File: config.mk
export PLATFORM = sky130hd
export DESIGN_NAME = pcr_regs
export DESIGN_NICKNAME = d
export VERILOG_FILES = /design/src/pcr_pkg.sv /design/src/pcr_regs.sv /design/src/pcr_rx_trim.sv
export SDC_FILE = /design/constraint.sdc
export NUM_CORES = 1
export LEC_CHECK = 0
export BUFFER_PORTS_ARGS = -buffer_cell sky130_fd_sc_hd__buf_4
export CAP_MARGIN = 20
export CORE_MARGIN = 4
export CORE_UTILIZATION = 60
export CTS_BUF_LIST = sky130_fd_sc_hd__clkbuf_2
export DETAILED_ROUTE_END_ITERATION = 6
export GPL_TIMING_DRIVEN = 0
export PLACE_DENSITY_LB_ADDON = 0.12
export SLEW_MARGIN = 10
export SYNTH_ARGS = -nofsm -noshare
export SYNTH_HDL_FRONTEND = slang
export SYNTH_SLANG_ARGS = --single-unit
File: constraint.sdc
create_clock -name i_clk -period 3.13 [get_ports i_clk]
set_clock_uncertainty 0.2 [all_clocks]
set_input_delay 0.626 -clock i_clk [delete_from_list [all_inputs] [get_ports i_clk]]
set_output_delay 0.626 -clock i_clk [all_outputs]
set_load 0.02 [all_outputs]
File: src/pcr_pkg.sv
// Shared constants for the management control and event registers.
// Assumes a 5-bit management register address and 16-bit register data.
package pcr_pkg;

  localparam int unsigned PCR_ADDR_W = 5;
  localparam int unsigned PCR_DATA_W = 16;
  localparam int unsigned PCR_EVT_N = 8;

  //////////////////////////////////////////////////////////////////////////////
  // Register offsets
  localparam logic [4:0] PCR_OFF_EXP_CTRL = 5'h18;
  localparam logic [4:0] PCR_OFF_EVENT = 5'h1b;
  localparam logic [4:0] PCR_OFF_CABLE = 5'h1d;

  //////////////////////////////////////////////////////////////////////////////
  // Expanded control fields and reset value
  localparam int unsigned PCR_EXP_PWRDN_DIS_BIT = 11;
  localparam int unsigned PCR_EXP_RESTORE_100_BIT = 10;
  localparam int unsigned PCR_EXP_RESTORE_10_BIT = 6;
  localparam logic [15:0] PCR_EXP_CTRL_RST = 16'h0800;

  //////////////////////////////////////////////////////////////////////////////
  // Event register: enables in the high byte, flags in the low byte.
  // Event order from high to low: jabber, receive error, page received,
  // parallel detect fault, partner acknowledge, link down, remote fault, link up.
  localparam int unsigned PCR_EVT_EN_LSB = 8;
  localparam int unsigned PCR_EVT_FLAG_LSB = 0;
  localparam logic [7:0] PCR_EVT_EN_RST = 8'h00;
  localparam logic [7:0] PCR_EVT_FLAG_RST = 8'h00;

  //////////////////////////////////////////////////////////////////////////////
  // Cable diagnostic register
  localparam int unsigned PCR_CBL_START_BIT = 15;
  localparam int unsigned PCR_CBL_RSV_LSB = 9;
  localparam int unsigned PCR_CBL_RSV_W = 3;
  localparam logic [2:0] PCR_CBL_RSV_RST = 3'h0;
  localparam logic PCR_CBL_START_RST = 1'b0;

  //////////////////////////////////////////////////////////////////////////////
  // Receive preamble trimming, counted in MII nibbles
  localparam logic [4:0] PCR_DROP_100 = 5'h02;
  localparam logic [4:0] PCR_DROP_10 = 5'h0e;
  localparam logic [4:0] PCR_DROP_NONE = 5'h00;

endpackage

File: src/pcr_regs.sv
// Management registers: expanded control, event enables and flags, cable test start.
// Assumes a frame engine elsewhere presents one-cycle read and write strobes
// with a 5-bit register address; read data is valid the cycle after the strobe.

//////////////////////////////////////////////////////////////////////////////
module pcr_regs
  import pcr_pkg::*;
(
  input wire logic i_clk,
  input wire logic i_resetn,
  input wire logic [PCR_ADDR_W-1:0] i_reg_addr,
  input wire logic i_reg_wr,
  input wire logic i_reg_rd,
  input wire logic [PCR_DATA_W-1:0] i_reg_wdata,
  output logic [PCR_DATA_W-1:0] o_reg_rdata,
  input wire logic [PCR_EVT_N-1:0] i_events,
  output logic o_irq,
  output logic o_energy_sense_powerdown_disable,
  output logic o_cable_test_start,
  input wire logic i_cable_test_done,
  input wire logic i_speed_100,
  input wire logic i_rx_dv,
  input wire logic i_rx_er,
  input wire logic [3:0] i_rxd,
  output logic o_rx_dv,
  output logic o_rx_er,
  output logic [3:0] o_rxd
);

  function automatic logic hit(input logic [PCR_ADDR_W-1:0] addr,
                               input logic [4:0] off);
    hit = (addr == off);
  endfunction

  //////////////////////////////////////////////////////////////////////////////
  // Decode
  logic wr_exp;
  logic wr_evt;
  logic wr_cbl;
  logic rd_evt;
  logic rd_exp_sel;
  logic rd_evt_sel;
  logic rd_cbl_sel;

  assign wr_exp = i_reg_wr && hit(i_reg_addr, PCR_OFF_EXP_CTRL);
  assign wr_evt = i_reg_wr && hit(i_reg_addr, PCR_OFF_EVENT);
  assign wr_cbl = i_reg_wr && hit(i_reg_addr, PCR_OFF_CABLE);
  assign rd_exp_sel = hit(i_reg_addr, PCR_OFF_EXP_CTRL);
  assign rd_evt_sel = hit(i_reg_addr, PCR_OFF_EVENT);
  assign rd_cbl_sel = hit(i_reg_addr, PCR_OFF_CABLE);
  assign rd_evt = i_reg_rd && rd_evt_sel;

  //////////////////////////////////////////////////////////////////////////////
  // Expanded control, reserved bits kept as plain storage
  logic [15:0] exp_q;
  logic [15:0] exp_d;

  assign exp_d = wr_exp ? i_reg_wdata : exp_q;
  assign o_energy_sense_powerdown_disable = exp_q[PCR_EXP_PWRDN_DIS_BIT];

  //////////////////////////////////////////////////////////////////////////////
  // Event enables and flags
  logic [7:0] en_q;
  logic [7:0] en_d;
  logic [7:0] flag_q;
  logic [7:0] flag_d;

  assign en_d = wr_evt ? i_reg_wdata[PCR_EVT_EN_LSB +: PCR_EVT_N] : en_q;

  // Flags are read-only: writes to the low byte are ignored
  genvar g;
  generate
    for (g = 0; g < PCR_EVT_N; g++) begin : g_flag
      // Set wins over the read-clear so a same-cycle event is not lost
      assign flag_d[g] = i_events[g] || (flag_q[g] && !rd_evt);
    end
  endgenerate

  assign o_irq = |(flag_q & en_q);

  //////////////////////////////////////////////////////////////////////////////
  // Cable test start and reserved field
  logic start_q;
  logic start_d;
  logic [2:0] cbl_rsv_q;
  logic [2:0] cbl_rsv_d;

  // A fresh write of 1 beats a completion arriving in the same cycle
  assign start_d = (wr_cbl && i_reg_wdata[PCR_CBL_START_BIT]) ? 1'b1
                 : (i_cable_test_done ? 1'b0 : start_q);
  assign cbl_rsv_d = wr_cbl ? i_reg_wdata[PCR_CBL_RSV_LSB +: PCR_CBL_RSV_W] : cbl_rsv_q;
  assign o_cable_test_start = start_q;

  //////////////////////////////////////////////////////////////////////////////
  // Read mux; unmapped offsets read as zero
  logic [15:0] rd_mux;
  logic [15:0] rdata_d;

  assign rd_mux = rd_exp_sel ? exp_q
                : rd_evt_sel ? {en_q, flag_q}
                : rd_cbl_sel ? {start_q, 3'h0, cbl_rsv_q, 9'h000}
                : 16'h0000;
  assign rdata_d = i_reg_rd ? rd_mux : o_reg_rdata;

  always_ff @(posedge i_clk or negedge i_resetn) begin
    if (!i_resetn) begin
      exp_q <= PCR_EXP_CTRL_RST;
      en_q <= PCR_EVT_EN_RST;
      flag_q <= PCR_EVT_FLAG_RST;
      start_q <= PCR_CBL_START_RST;
      cbl_rsv_q <= PCR_CBL_RSV_RST;
      o_reg_rdata <= 16'h0000;
    end else begin
      exp_q <= exp_d;
      en_q <= en_d;
      flag_q <= flag_d;
      start_q <= start_d;
      cbl_rsv_q <= cbl_rsv_d;
      o_reg_rdata <= rdata_d;
    end
  end

  //////////////////////////////////////////////////////////////////////////////
  // Receive preamble handling driven by the restore bits
  pcr_rx_trim u_rx_trim (
    .i_clk(i_clk),
    .i_resetn(i_resetn),
    .i_speed_100(i_speed_100),
    .i_restore_100(exp_q[PCR_EXP_RESTORE_100_BIT]),
    .i_restore_10(exp_q[PCR_EXP_RESTORE_10_BIT]),
    .i_rx_dv(i_rx_dv),
    .i_rx_er(i_rx_er),
    .i_rxd(i_rxd),
    .o_rx_dv(o_rx_dv),
    .o_rx_er(o_rx_er),
    .o_rxd(o_rxd)
  );

endmodule

File: src/pcr_rx_trim.sv
// Receive-path preamble trimmer in front of the MII receive outputs.
// Assumes nibble-wide receive data with a data-valid level, one nibble per cycle
// when valid, and the preamble arriving first after valid rises.
module pcr_rx_trim
  import pcr_pkg::*;
(
  input wire logic i_clk,
  input wire logic i_resetn,
  input wire logic i_speed_100,
  input wire logic i_restore_100,
  input wire logic i_restore_10,
  input wire logic i_rx_dv,
  input wire logic i_rx_er,
  input wire logic [3:0] i_rxd,
  output logic o_rx_dv,
  output logic o_rx_er,
  output logic [3:0] o_rxd
);

  logic [4:0] drop_n;
  logic [4:0] cnt_q;
  logic [4:0] cnt_d;
  logic pass;

  // The restore bit of the current speed passes everything; otherwise a fixed per-speed count of leading nibbles is eaten
  assign drop_n = i_speed_100 ? (i_restore_100 ? PCR_DROP_NONE : PCR_DROP_100)
                              : (i_restore_10 ? PCR_DROP_NONE : PCR_DROP_10);
  assign pass = i_rx_dv && (cnt_q >= drop_n);
  // Counter saturates so long frames cannot wrap back into the drop window
  assign cnt_d = !i_rx_dv ? 5'h00 : ((cnt_q == 5'h1f) ? cnt_q : cnt_q + 5'h01);

  always_ff @(posedge i_clk or negedge i_resetn) begin
    if (!i_resetn) begin
      cnt_q <= 5'h00;
      o_rx_dv <= 1'b0;
      o_rx_er <= 1'b0;
      o_rxd <= 4'h0;
    end else begin
      cnt_q <= cnt_d;
      o_rx_dv <= pass;
      o_rx_er <= pass && i_rx_er;
      o_rxd <= pass ? i_rxd : 4'h0;
    end
  end

endmodule

; Word level (Yosys, flattened, before mapping)
; Cells that the tools add are included.
[totals]
regBits = 63
elab_cells = 55
output_inout_bits = 25
inputBits = 41
[op_classes]
n_lt_le_gt_ge = 1
n_reduce_logical = 26
n_bitwise = 1
n_eq_ne = 5
add_sub_neg = 1
n_mux = 11
[op_table]
columns = cell, n
row1 = $mux W16, 3
row2 = $eq A5 B5 Y1 const B, 4
row3 = $logic_and A1 B1 Y1, 15
row4 = $mux W5, 3
row5 = $and A8 B8 Y8, 1
row6 = $logic_or A1 B1 Y1, 8
row7 = $mux W4, 2
row8 = $reduce_or A8 Y1, 1
row9 = $add A5 B1 Y5 const B, 1
row10 = $ge A5 B5 Y1, 1
row11 = $mux W1, 2
row12 = $mux W2, 1
row13 = $ne A2 B2 Y1 const B, 1
row14 = $reduce_bool A2 Y1, 1
row15 = $logic_not A1 Y1, 1

; Longest topological paths before layout
; Gate-level depths: netlist (run 1).
[logic_depth]
word_depth = 5
depth_mapped = 6

; Cells and area by module
; Synthesis (run 1) repeated with hierarchy kept, for this count alone.
[unflattened]
cells_unflattened = 247
area_unflattened_um2 = 2892.8
[by_module_without_submodules]
columns = mod, area_per_inst_um2, n_inst, cells_per_inst
row1 = pcr_regs, 2337.2, 1, 199
row2 = pcr_rx_trim, 555.5, 1, 48

; Least setup slack after synthesis (run 1)
; No wires, ideal clock.
[synth_timing]
kind = input to register
start = in i_speed_100
end = reg u_rx_trim.o_rx_er
slack_ps = 1024
path_buffers = 0
setup_time_ps = 154
stages = 4
t_required_ps = 2776
arrival_time_ps = 1753
path_cell_list = or2_2 ha_1 o31ai_1 a211oi_1
[synth_via]
elab_chain_cells = 4
[synth_lines]
columns = item, line_no
row1 = "start, declared", pcr_regs.sv:21  ; input wire logic i_speed_100,
row2 = $mux W5, pcr_rx_trim.sv:26  ; assign drop_n = i_speed_100 ? (i_restore_100 ? PCR_DROP_NONE : PCR_DROP_100)
row3 = $ge A5 B5 Y1, pcr_rx_trim.sv:28  ; assign pass = i_rx_dv && (cnt_q >= drop_n);
row4 = $logic_and A1 B1 Y1, pcr_rx_trim.sv:28
row5 = $logic_and A1 B1 Y1, pcr_rx_trim.sv:41  ; o_rx_er <= pass && i_rx_er;
row6 = "end signal, assigned", pcr_rx_trim.sv:41
row7 = "end, declared", pcr_rx_trim.sv:16  ; output logic o_rx_er,
; Every way passes these cells.
; A chain may end at the register's enable or synchronous reset.

; Worst setup path after layout (run 1)
[layout_timing]
start = reg flag_q[4]
end = out o_irq
[layout_via]
elab_chain_cells = 2
[layout_lines]
columns = item, line_no
row1 = "start, declared", pcr_regs.sv:65  ; logic [7:0] flag_q;
row2 = "start signal, assigned", pcr_regs.sv:116  ; flag_q <= flag_d;
row3 = $and A8 B8 Y8, pcr_regs.sv:79  ; assign o_irq = |(flag_q & en_q);
row4 = $reduce_or A8 Y1, pcr_regs.sv:79
row5 = "end, declared", pcr_regs.sv:17  ; output logic o_irq,
; Every way passes these cells.

==> run metrics, run 1 <==
vias per inst 5.913; outcome finished, final reports clean; global-route wire length before repair 10.08 mm; cells after synthesis 226; placed cell count 341; clock sinks 63; commonest non-fill, non-tap cells in the layout buf_4 (65), dfrtp_1 (62), mux2_2 (17); global route overflow 0; most common cell after layout, fill and taps aside buf_4; ant diodes 0; vias in the first global route 2083; Initial Util 63.49%; Yosys warning count 0; Critical Path RT 2300 ps; I/O pin total 66; DRT met1 WL 2.599 mm; gr usage total 22.17%; Net count, final 347; Slowest-stage cell, CP dfrtp_1; fin crit share 72.45%; FFs w/ async S/R, synth 100.0%; worst-margin pin slew 750.5 ps; Yosys reg bits 63; Die Y 76.58 um; critical path startpoint category flop; hold slack 104.9 ps; CP max stage delay 430 ps; worst-path cell chain a22oi_1 > nand4_1 > buf_4; final RePlAce weighted congestion 0.7747; Mapped Avg Cell Area 12.48 sq um; vias post-DR 2117; RSZ-0062 raised after global routing no; WL final 6.121 mm; Final min period 2268 ps; Setup TNS 0 ps; H-tree levels 3; met2 WL 2.973 mm; Port Buffer Count 63; largest net degree at the start of global routing 64; core region area 4444 sq um; Netlist Area Pre-Place 2821 sq um; Synth Flop Type dfrtp_1; delay-heaviest family, CP flip-flops; Residual DRC 0; synth unique cells 43; leakage power 1.705 nW; CP Buf/Inv Count 1; Worst-path clk slew 160 ps; min-delay worst type in -> reg; Slew Viols, Final 0; WS Path Type reg -> out; layout cells sized above 1 35.95%; Slew HR 49.97%; Die W 76.58 um; DIE AREA 5864 sq um; PD cells 486.4 nW/um^2; routed wl met3 445 um; maximum clock rate 441.0 MHz; worst skew pair latency 480 ps; CTS tree built; antenna violations before repair 0; uppermost layer routed met4; Max-cap violations 0; row cnt 24; P&R area growth vs syn 23.02%; Worst Slack Setup Final 862.4 ps; pre-CTS WS 711.4 ps; Non-Filler Instances 358; Final setup viols 0; sequential share of the synthesized area 55.92%; Post-synth EDFFs 0; CP arrival 1440 ps; Post-CTS Setup Inserts 0; peak supply drop 0.3253 mV; final hold vios 0; wire length per cell 17.10 um; Worst setup EP type output pin; CTS root buf clkbuf_2; detailed placer's ending HPWL 4.505 mm; DR iter-0 viols 160; total CTS buffers 9; number of nets with antenna violations after routing 0; Mapped Nets 272; critical path peak fanout 3; fin util 78.10%; CTS Buffer Depth 2; DRT Pass-1 Iters 4
-- power by group --
part / internal, mW / leakage, nW / switching [mW] / total [mW]
Sequential: 0.900 / 0.794 / 0.0555 / 0.956
Combinational: 0.143 / 0.844 / 0.133 / 0.276
Clock: 0.178 / 0.0682 / 0.278 / 0.456
-- final timing paths --
path	startpoint	endpoint	slack (ps)	cells after the start
setup / recovery	flag_q[4]$_DFF_PN0_	o_irq	860	3
hold reg to reg	exp_q[8]$_DFFE_PN0P_	exp_q[8]$_DFFE_PN0P_	310	1
max in group asynchronous	i_resetn	flag_q[1]$_DFF_PN0_	1690	2
min in group asynchronous	i_resetn	o_reg_rdata[14]$_DFFE_PN0P_	550	2
setup reg to reg	exp_q[6]$_DFFE_PN0P_	u_rx_trim.o_rxd[2]$_DFF_PN0_	1000	4
hold / removal	i_events[0]	flag_q[0]$_DFF_PN0_	100	2
-- timing repair --
item,in CTS,in global routing
hold endpoints to repair,0,4
gates resized for setup,0,0
hold buffers,0,1
-- cells by family after synthesis --
group	synth area share, %
adder cells (fa/ha/maj)	2.217
buffers and inverters	3.459
multiplexers	11.84
AND/OR/NAND/NOR	13.04
XOR/XNOR	0.9314
flip-flops	55.92
AO/OA/AOI/OAI	12.59
-- cell usage after synthesis (2+ instances only) --
| master | number | share of area [%] |
|---|---|---|
| mux2_2 | 17 | 6.8 |
| a211oi_1 | 8 | 2.1 |
| nor4_1 | 3 | 0.67 |
| xnor2_1 | 3 | 0.93 |
| mux2_1 | 10 | 4.0 |
| dfrtp_1 | 62 | 55 |
| nor3_1 | 12 | 2.1 |
| a21oi_1 | 2 | 0.35 |
| a31oi_1 | 4 | 0.89 |
| buf_4 | 2 | 0.53 |
| nor2b_1 | 4 | 0.89 |
| a22oi_1 | 4 | 1.1 |
| and3_1 | 7 | 1.6 |
| nand2_1 | 12 | 1.6 |
| inv_1 | 9 | 1.2 |
| a221o_1 | 12 | 4.3 |
| or2_2 | 2 | 0.44 |
| o21ai_0 | 4 | 0.71 |
| nor2_1 | 4 | 0.53 |
| and2_1 | 3 | 0.67 |
| buf_2 | 6 | 1.1 |
| a21o_1 | 8 | 2.1 |
| ha_1 | 5 | 2.2 |
| clkbuf_1 | 2 | 0.27 |
| mux2i_1 | 3 | 1.1 |
-- registers in the layout, summed over array words and instances, names as in the netlist --
| register | flops |
|---|---|
| cbl_rsv_q | 3 |
| en_q | 8 |
| exp_q | 16 |
| flag_q | 8 |
| o_cable_test_start | 1 |
| o_reg_rdata | 16 |
| u_rx_trim.cnt_q | 5 |
| u_rx_trim.o_rx_dv | 1 |
| u_rx_trim.o_rx_er | 1 |
| u_rx_trim.o_rxd | 4 |
-- layout make-up --
type | count | area (sq um)
Sequential cell | 63 | 1578
Multi-Input combinational cell | 143 | 1146
Clock inverter | 6 | 51.30
Inverter | 9 | 33.78
Fill cell | 309 | 973.4
Clock buffer | 10 | 50.05
Buffer | 11 | 63.81
Timing Repair Buffer | 64 | 483.0
Tap cell | 52 | 65.06
-- per-layer routing --
layer	GRT usage, %	up-vias
met5	0	-
met4	9.783	0
met3	6.265	10
met2	34.62	82
met1	28.89	1031
li1	-	994
-- metrics by stage --
stage	power (mW)	cell area, sq um
after detailed placement	1.250	3359
after global placement	1.238	3359
after floorplan	1.118	2821
final	1.688	3471
after global routing	1.785	3471
after CTS	1.695	3461
-- worst register-to-register path, stage by stage (launching register included) --
cell	delay (ps)
dfrtp_1	430
or2_2	320
ha_1	280
o31ai_1	640
a211oi_1	120
Power figures use the tool's default switching activity.
==> run 2, diff against run 1 <==
--- a/config.mk
+++ b/config.mk
@@ -5,10 +5,11 @@
 export SDC_FILE = /design/constraint.sdc
 export NUM_CORES = 1
 export LEC_CHECK = 0
+export ABC_AREA = 1
 export BUFFER_PORTS_ARGS = -buffer_cell sky130_fd_sc_hd__buf_4
 export CAP_MARGIN = 20
 export CORE_MARGIN = 4
-export CORE_UTILIZATION = 60
+export CORE_UTILIZATION = 51
 export CTS_BUF_LIST = sky130_fd_sc_hd__clkbuf_2
 export DETAILED_ROUTE_END_ITERATION = 6
 export GPL_TIMING_DRIVEN = 0
==> constraint.sdc (replaced) <==
create_clock -name i_clk -period 2.04 [get_ports i_clk]
set_clock_uncertainty 0.2 [all_clocks]
set_input_delay 0.408 -clock i_clk [delete_from_list [all_inputs] [get_ports i_clk]]
set_output_delay 0.408 -clock i_clk [all_outputs]
set_load 0.02 [all_outputs]
==> run 2 against run 1 <==
The flow now finishes with violations (negative setup slack). Synthesized area is 7.8% higher. Worst hold slack better by 26 ps. Non-clock buffer count is 53 higher. Highest routed layer unchanged. Combinational power is 120% higher. Power is 58% higher. Largest cell class unchanged. Cell area is 20% higher. Utilization is 4.0 points lower. Critical path depth is 1 higher. Worst setup slack worse by 940 ps. Clock power is 34% higher.
==> run metrics, run 2 <==
CTS Buffer Depth 2 (unchanged); DIE AREA 7263 sq um (was 5864 sq um); Die Y 85.23 um (was 76.58 um); Max-cap violations 0 (unchanged); largest net degree at the start of global routing 64 (unchanged); fin util 74.07% (was 78.10%); final RePlAce weighted congestion 0.8735 (was 0.7747); Fillers 421 (was 309); DRT Pass-1 Iters 4 (unchanged); hold slack 130.6 ps (was 104.9 ps); Critical Path RT 1430 ps (was 2300 ps); Worst-path clk slew 180 ps (was 160 ps); row cnt 27 (was 24); I/O pin total 66 (unchanged); min-delay worst type in -> reg (unchanged); Placed Instance Area 3605 sq um (was 3359 sq um); Final setup viols 1 (was 0); top cell type's share of synthesized area 51.01% (was 54.99%); FFs w/ async S/R, synth 100.0% (unchanged); Mapped Nets 410 (was 272); Die W 85.23 um (was 76.58 um); vias post-DR 2746 (was 2117); fin crit share 103.8%; most common cell after layout, fill and taps aside nand2_1 (was buf_4); WS Path Type reg -> out (unchanged); Yosys warning count 0 (unchanged); worst skew pair latency 480 ps (about the same); WL final 7.359 mm (was 6.121 mm); wire length per cell 12.96 um (was 17.10 um); clock sinks 63 (unchanged); commonest non-fill, non-tap cells in the layout nand2_1 (128), buf_4 (82), dfrtp_1 (62), inv_1 (38), dlygate4sd3_1 (35) (was buf_4 (65), dfrtp_1 (62), mux2_2 (17)); Slew HR 47.27% (was 49.97%); DR iter-0 viols 119 (was 160); Mapped Avg Cell Area 8.356 sq um (was 12.48 sq um); detailed placer's ending HPWL 5.101 mm (was 4.505 mm); Final min period 2118 ps; top-count cell post-synth nand2_1 (was dfrtp_1); design area 4179 sq um (was 3471 sq um); worst-margin pin slew 790.9 ps (was 750.5 ps); CTS tree built (unchanged); Worst setup EP type output pin (unchanged); antenna violations before repair 0 (unchanged); H-tree levels 3 (unchanged); critical path startpoint category flop (unchanged); Netlist Area Pre-Place 3042 sq um (was 2821 sq um); total CTS buffers 9 (unchanged); failing checks negative setup slack; Port Buffer Count 63 (unchanged); RSZ-0062 raised after global routing yes (was no); final hold vios 0 (unchanged); critical path peak fanout 2 (was 3); sequential share of the synthesized area 51.87% (was 55.92%); core region area 5642 sq um (was 4444 sq um); cells after synthesis 364 (was 226); outcome finished, violations left (was finished, final reports clean); Yosys reg bits 63 (unchanged); ranking of synthesized cells by area dfrtp_1 (51%), nand2_1 (16%), nand3_1 (4.9%) (was dfrtp_1 (55%), mux2_2 (6.8%), a221o_1 (4.3%)); peak supply drop 0.4208 mV (was 0.3253 mV); Slew Viols, Final 0 (unchanged); Post-synth EDFFs 0 (unchanged); PD cells 638.2 nW/um^2 (was 486.4 nW/um^2); CTS root buf clkbuf_2 (unchanged); layout cells sized above 1 27.82% (was 35.95%); Post-synth top cells nand2_1 (128), dfrtp_1 (62), inv_1 (38) (was dfrtp_1 (62), mux2_2 (17), a221o_1 (12), nand2_1 (12), nor3_1 (12)); Residual DRC 0 (unchanged); maximum clock rate 472.1 MHz; largest registers exp_q: 16 flops, o_reg_rdata: 16 flops (unchanged); Net count, final 537 (was 347); vias per inst 4.835 (was 5.913); Synth Flop Type dfrtp_1 (unchanged); Worst Slack Setup Final -78.35 ps (was 862.4 ps); number of nets with antenna violations after routing 0 (unchanged); global-route wire length before repair 12.56 mm (was 10.08 mm); P&R area growth vs syn 37.39% (was 23.02%); cell taking the most area after synthesis dfrtp_1 (unchanged); synth unique cells 30 (was 43); leakage power 2.343 nW (was 1.705 nW); CP arrival 1510 ps (was 1440 ps); Setup TNS -78.35 ps (was 0 ps); gr usage total 21.82% (was 22.17%); ant diodes 0 (unchanged); Initial Util 53.91% (was 63.49%); vias in the first global route 2796 (was 2083); global route overflow 0 (unchanged)
run 2: changes by cell type in the layout (fill, tap and decap cells not counted), sizes merged, moves of 10 or more:
cell,previous run,this run
nand2,12,145
dlygate4sd3,1,35
inv,9,42
nand3,0,31
mux2,27,0
o21ai,5,26
buf,72,92
a221o,12,0
nor3,13,3
run 2: power breakdown:
group	leakage, nW	internal [mW]	total, mW	switching [mW]
clock network	0.0617	0.170	0.611	0.442
logic	1.49	0.289	0.596	0.307
registers	0.791	1.39	1.46	0.0726
total	2.34	1.85	2.67	0.821
run 2: stage by stage:
stage                     power, mW  setup WS (ps)  cells
after floorplan               1.748          476.1    364
final                         2.667         -78.35    568
after global routing          2.828         -149.8    568
after global placement        1.946          262.6    499
after CTS                     2.653         -42.58    561
after detailed placement      1.966          202.8    499
run 2: area by class of cell:
class | count | area (sq um) | area share, %
flip-flops and latches | 63 | 1578 | 37.75
well taps | 72 | 90.09 | 2.156
plain buffers | 12 | 90.09 | 2.156
inverters | 43 | 161.4 | 3.862
clock buffers | 12 | 60.06 | 1.437
repair buffers | 116 | 962.2 | 23.02
clock inverters | 4 | 22.52 | 0.5389
multi-input cells | 246 | 1215 | 29.07
run 2: cell families (layout without fill, tap and decap cells):
logic type,after synthesis,in the layout,synth area share [%]
and+or+nand+nor,202,202,30.44
DFF,63,63,51.87
buffers and inverters,55,187,8.268
AOI/OAI and AO/OA,39,39,7.363
adders and majority gates,5,5,2.057
run 2: timing repair:
item / in CTS / in global routing
pin swaps: 2 / 0
resized for setup: 2 / 0
gates cloned: 0 / 0
buffers inserted: 12 / 6
setup endpoints to repair: 1 / 1
hold buffers: 34 / 1
endpoints found under the hold margin: 107 / 1
run 2: worst paths after layout:
path                                           startpoint                              to  slack [ps]  depth (start not counted)
min in group asynchronous                        i_resetn  u_rx_trim.cnt_q[0]$_DFFE_PN0P_         330                          2
max in group asynchronous                        i_resetn            exp_q[9]$_DFFE_PN0P_         770                          2
hold reg to reg               o_reg_rdata[13]$_DFFE_PN0P_     o_reg_rdata[13]$_DFFE_PN0P_         300                          2
setup / recovery                      en_q[7]$_DFFE_PN0P_                           o_irq         -80                          4
setup reg to reg           u_rx_trim.cnt_q[0]$_DFFE_PN0P_  u_rx_trim.cnt_q[3]$_DFFE_PN0P_         250                          8
hold / removal                              i_reg_addr[0]      o_reg_rdata[1]$_DFFE_PN0P_         130                          6
run 2: layer usage:
layer	wire length (um)	vias up	track usage, %
met5	0	-	0
met4	191	0	8.777
met3	413	21	4.563
met2	3406	87	35.45
met1	3346	1240	28.53
li1	-	1398	-
run 2: critical path, stage by stage (launching register included):
cell	delay, ps
dfrtp_1	430
nand2_1	80
nand4_1	110
or2_4	280
buf_6	130
==> run 3, diff against run 2 <==
--- a/config.mk
+++ b/config.mk
@@ -5,11 +5,10 @@
 export SDC_FILE = /design/constraint.sdc
 export NUM_CORES = 1
 export LEC_CHECK = 0
-export ABC_AREA = 1
 export BUFFER_PORTS_ARGS = -buffer_cell sky130_fd_sc_hd__buf_4
 export CAP_MARGIN = 20
 export CORE_MARGIN = 4
-export CORE_UTILIZATION = 51
+export CORE_UTILIZATION = 50
 export CTS_BUF_LIST = sky130_fd_sc_hd__clkbuf_2
 export DETAILED_ROUTE_END_ITERATION = 6
 export GPL_TIMING_DRIVEN = 0
==> run 3 against run 2 <==
The flow now finishes without violations. First-iteration DRC count is 19% lower. Utilization is 3.1 points lower. Clock power is 19% higher. Worst hold slack worse by 24 ps. Via count is 18% lower. Critical path depth is 1 lower. Power is 1.6% higher.
==> run metrics, run 3 (synthesis results as in run 1) <==
outcome finished, final reports clean (was finished, violations left); Slew HR 48.03% (was 47.27%); Worst Slack Setup Final 5.520 ps (was -78.35 ps); critical path peak fanout 2 (unchanged); antenna violations before repair 0 (unchanged); final hold vios 0 (unchanged); WL final 6.768 mm (was 7.359 mm); peak supply drop 0.4672 mV (was 0.4208 mV); Max-cap violations 0 (unchanged); CP arrival 1430 ps (was 1510 ps); final RePlAce weighted congestion 0.7730 (was 0.8735); Die Y 83.12 um (was 85.23 um); largest registers exp_q: 16 flops, o_reg_rdata: 16 flops (unchanged); DIE AREA 6909 sq um (was 7263 sq um); worst hold stages 3 (was 6); Setup TNS 0 ps (was -78.35 ps); ant diodes 0 (unchanged); min-delay worst type in -> reg (unchanged); Port Buffer Count 63 (unchanged); global-route wire length before repair 11.24 mm (was 12.56 mm); maximum clock rate 491.5 MHz (was 472.1 MHz); Reg area 1578 sq um (unchanged); DR iter-0 viols 96 (was 119); total power 2.708 mW (was 2.667 mW); reg2reg path depth 4 (was 8); pre-CTS WS -185.6 ps (was 202.8 ps); Final min period 2034 ps (was 2118 ps); PD cells 693.1 nW/um^2 (was 638.2 nW/um^2); multi-input combinational cell area 1180 sq um (was 1215 sq um); gr usage total 20.77% (was 21.82%); detailed placer's ending HPWL 4.533 mm (was 5.101 mm); CTS root buf clkbuf_2 (unchanged); Critical Path RT 1430 ps (about the same); H-tree levels 3 (unchanged); Reg2Reg Setup Slack 150 ps (was 250 ps); I/O pin total 66 (unchanged); Initial Util 51.24% (was 53.91%); wire length per cell 16.23 um (was 12.96 um); vias per inst 5.417 (was 4.835); largest net degree at the start of global routing 64 (unchanged); Worst-path clk slew 180 ps (about the same); CTS tree built (unchanged); origin of the critical flop-to-flop path exp_q[6]$_DFFE_PN0P_ (was u_rx_trim.cnt_q[0]$_DFFE_PN0P_); vias in the first global route 2223 (was 2796); RSZ-0062 raised after global routing yes (unchanged); Min-Delay Startpoint i_reg_addr[4] (was i_reg_addr[0]); CTS Buffer Depth 2 (unchanged); fin crit share 99.73% (was 103.8%); DRT Pass-1 Iters 4 (unchanged); Residual DRC 0 (unchanged); hold endpoint o_reg_rdata[15]$_DFFE_PN0P_ (was o_reg_rdata[1]$_DFFE_PN0P_); P&R area growth vs syn 38.49% (was 37.39%); WS Path Type reg -> out (unchanged); core region area 5507 sq um (was 5642 sq um); Fillers 430 (was 421); worst-margin pin slew 779.6 ps (was 790.9 ps); global route overflow 0 (unchanged); most common cell after layout, fill and taps aside buf_4 (was nand2_1); total CTS buffers 9 (unchanged); row cnt 27 (unchanged); Net count, final 386 (was 537); number of nets with antenna violations after routing 0 (unchanged); commonest non-fill, non-tap cells in the layout buf_4 (73), dfrtp_1 (62), dlygate4sd3_1 (32), mux2_2 (17) (was nand2_1 (128), buf_4 (82), dfrtp_1 (62), inv_1 (38), dlygate4sd3_1 (35)); leakage power 1.874 nW (was 2.343 nW); Die W 83.12 um (was 85.23 um); worst skew pair latency 470 ps (was 480 ps); layout cells sized above 1 36.23% (was 27.82%); Slew Viols, Final 0 (unchanged); vias post-DR 2259 (was 2746); clock sinks 63 (unchanged); Final setup viols 0 (was 1); Worst setup EP type output pin (unchanged); Crit Reg-Reg Endpoint u_rx_trim.o_rx_er$_DFF_PN0_ (was u_rx_trim.cnt_q[3]$_DFFE_PN0P_); critical path startpoint category flop (unchanged)
-- run 3: cell types whose count changed in the layout (fill, tap and decap cells not counted), sizes merged, moves of 8 or more --
cell / previous run / this run
o21ai: 26 / 5
o21bai: 9 / 0
a221o: 0 / 12
buf: 92 / 80
nand2: 145 / 12
nand3: 31 / 0
nor2: 14 / 6
mux2: 0 / 27
a211oi: 0 / 8
inv: 42 / 9
nor3: 3 / 13
a21o: 0 / 8
-- run 3: cell type report --
type / instances / share of cell area (%)
buffer: 11 / 1.633
clock buffer: 9 / 1.153
clock inverter: 7 / 1.633
inverter: 9 / 0.8646
multi-input combinational: 143 / 30.20
sequential: 63 / 40.38
tap: 72 / 2.305
timing repair buffer: 103 / 21.84
-- run 3: per-stage QoR --
step | area (sq um) | utilization, % | std cells | hold slack [ps]
global route | 3908 | 70.96 | 417 | 66.51
detailed placement | 3385 | 61.46 | 361 | 274.5
finish | 3908 | 70.96 | 417 | 106.5
global placement | 3385 | 61.46 | 361 | 268.2
CTS | 3869 | 70.26 | 415 | 76.73
floorplan | 2821 | - | 226 | -87.59
-- run 3: worst max path at each step --
stage,startpoint,endpoint
after floorplan,i_speed_100,u_rx_trim.o_rx_er$_DFF_PN0_
after global placement,i_speed_100,u_rx_trim.o_rx_er$_DFF_PN0_
after detailed placement,i_speed_100,u_rx_trim.o_rx_er$_DFF_PN0_
after CTS,flag_q[5]$_DFF_PN0_,o_irq
after global routing,en_q[4]$_DFFE_PN0P_,o_irq
final,en_q[6]$_DFFE_PN0P_,o_irq
-- run 3: per-layer routing --
layer | routed length (um) | vias up | share of wire, % | track usage, %
li1 | - | 1072 | - | -
met5 | 0 | - | 0 | 0
met1 | 3063 | 1107 | 45 | 27.70
met4 | 133 | 0 | 2.0 | 8.470
met3 | 341 | 13 | 5.0 | 5.456
met2 | 3230 | 67 | 48 | 32.29
-- run 3: where the power goes --
| part | internal [mW] | switching, mW |
|---|---|---|
| registers | 1.38 | 0.0861 |
| clock network | 0.272 | 0.458 |
| logic | 0.282 | 0.229 |
-- run 3: critical path: stages, from the launching register on --
cell	delay, ps
dfrtp_1	420
a22oi_1	210
nand4_1	140
buf_4	180
-- run 3: what timing repair did --
action / CTS / global route
pin swaps: 2 / 1
setup buffers: 6 / 2
gates cloned: 0 / 0
gates resized for setup: 2 / 4
endpoints found under the hold margin: 108 / 0
setup endpoints to repair: 7 / 7
hold buffers: 32 / 0
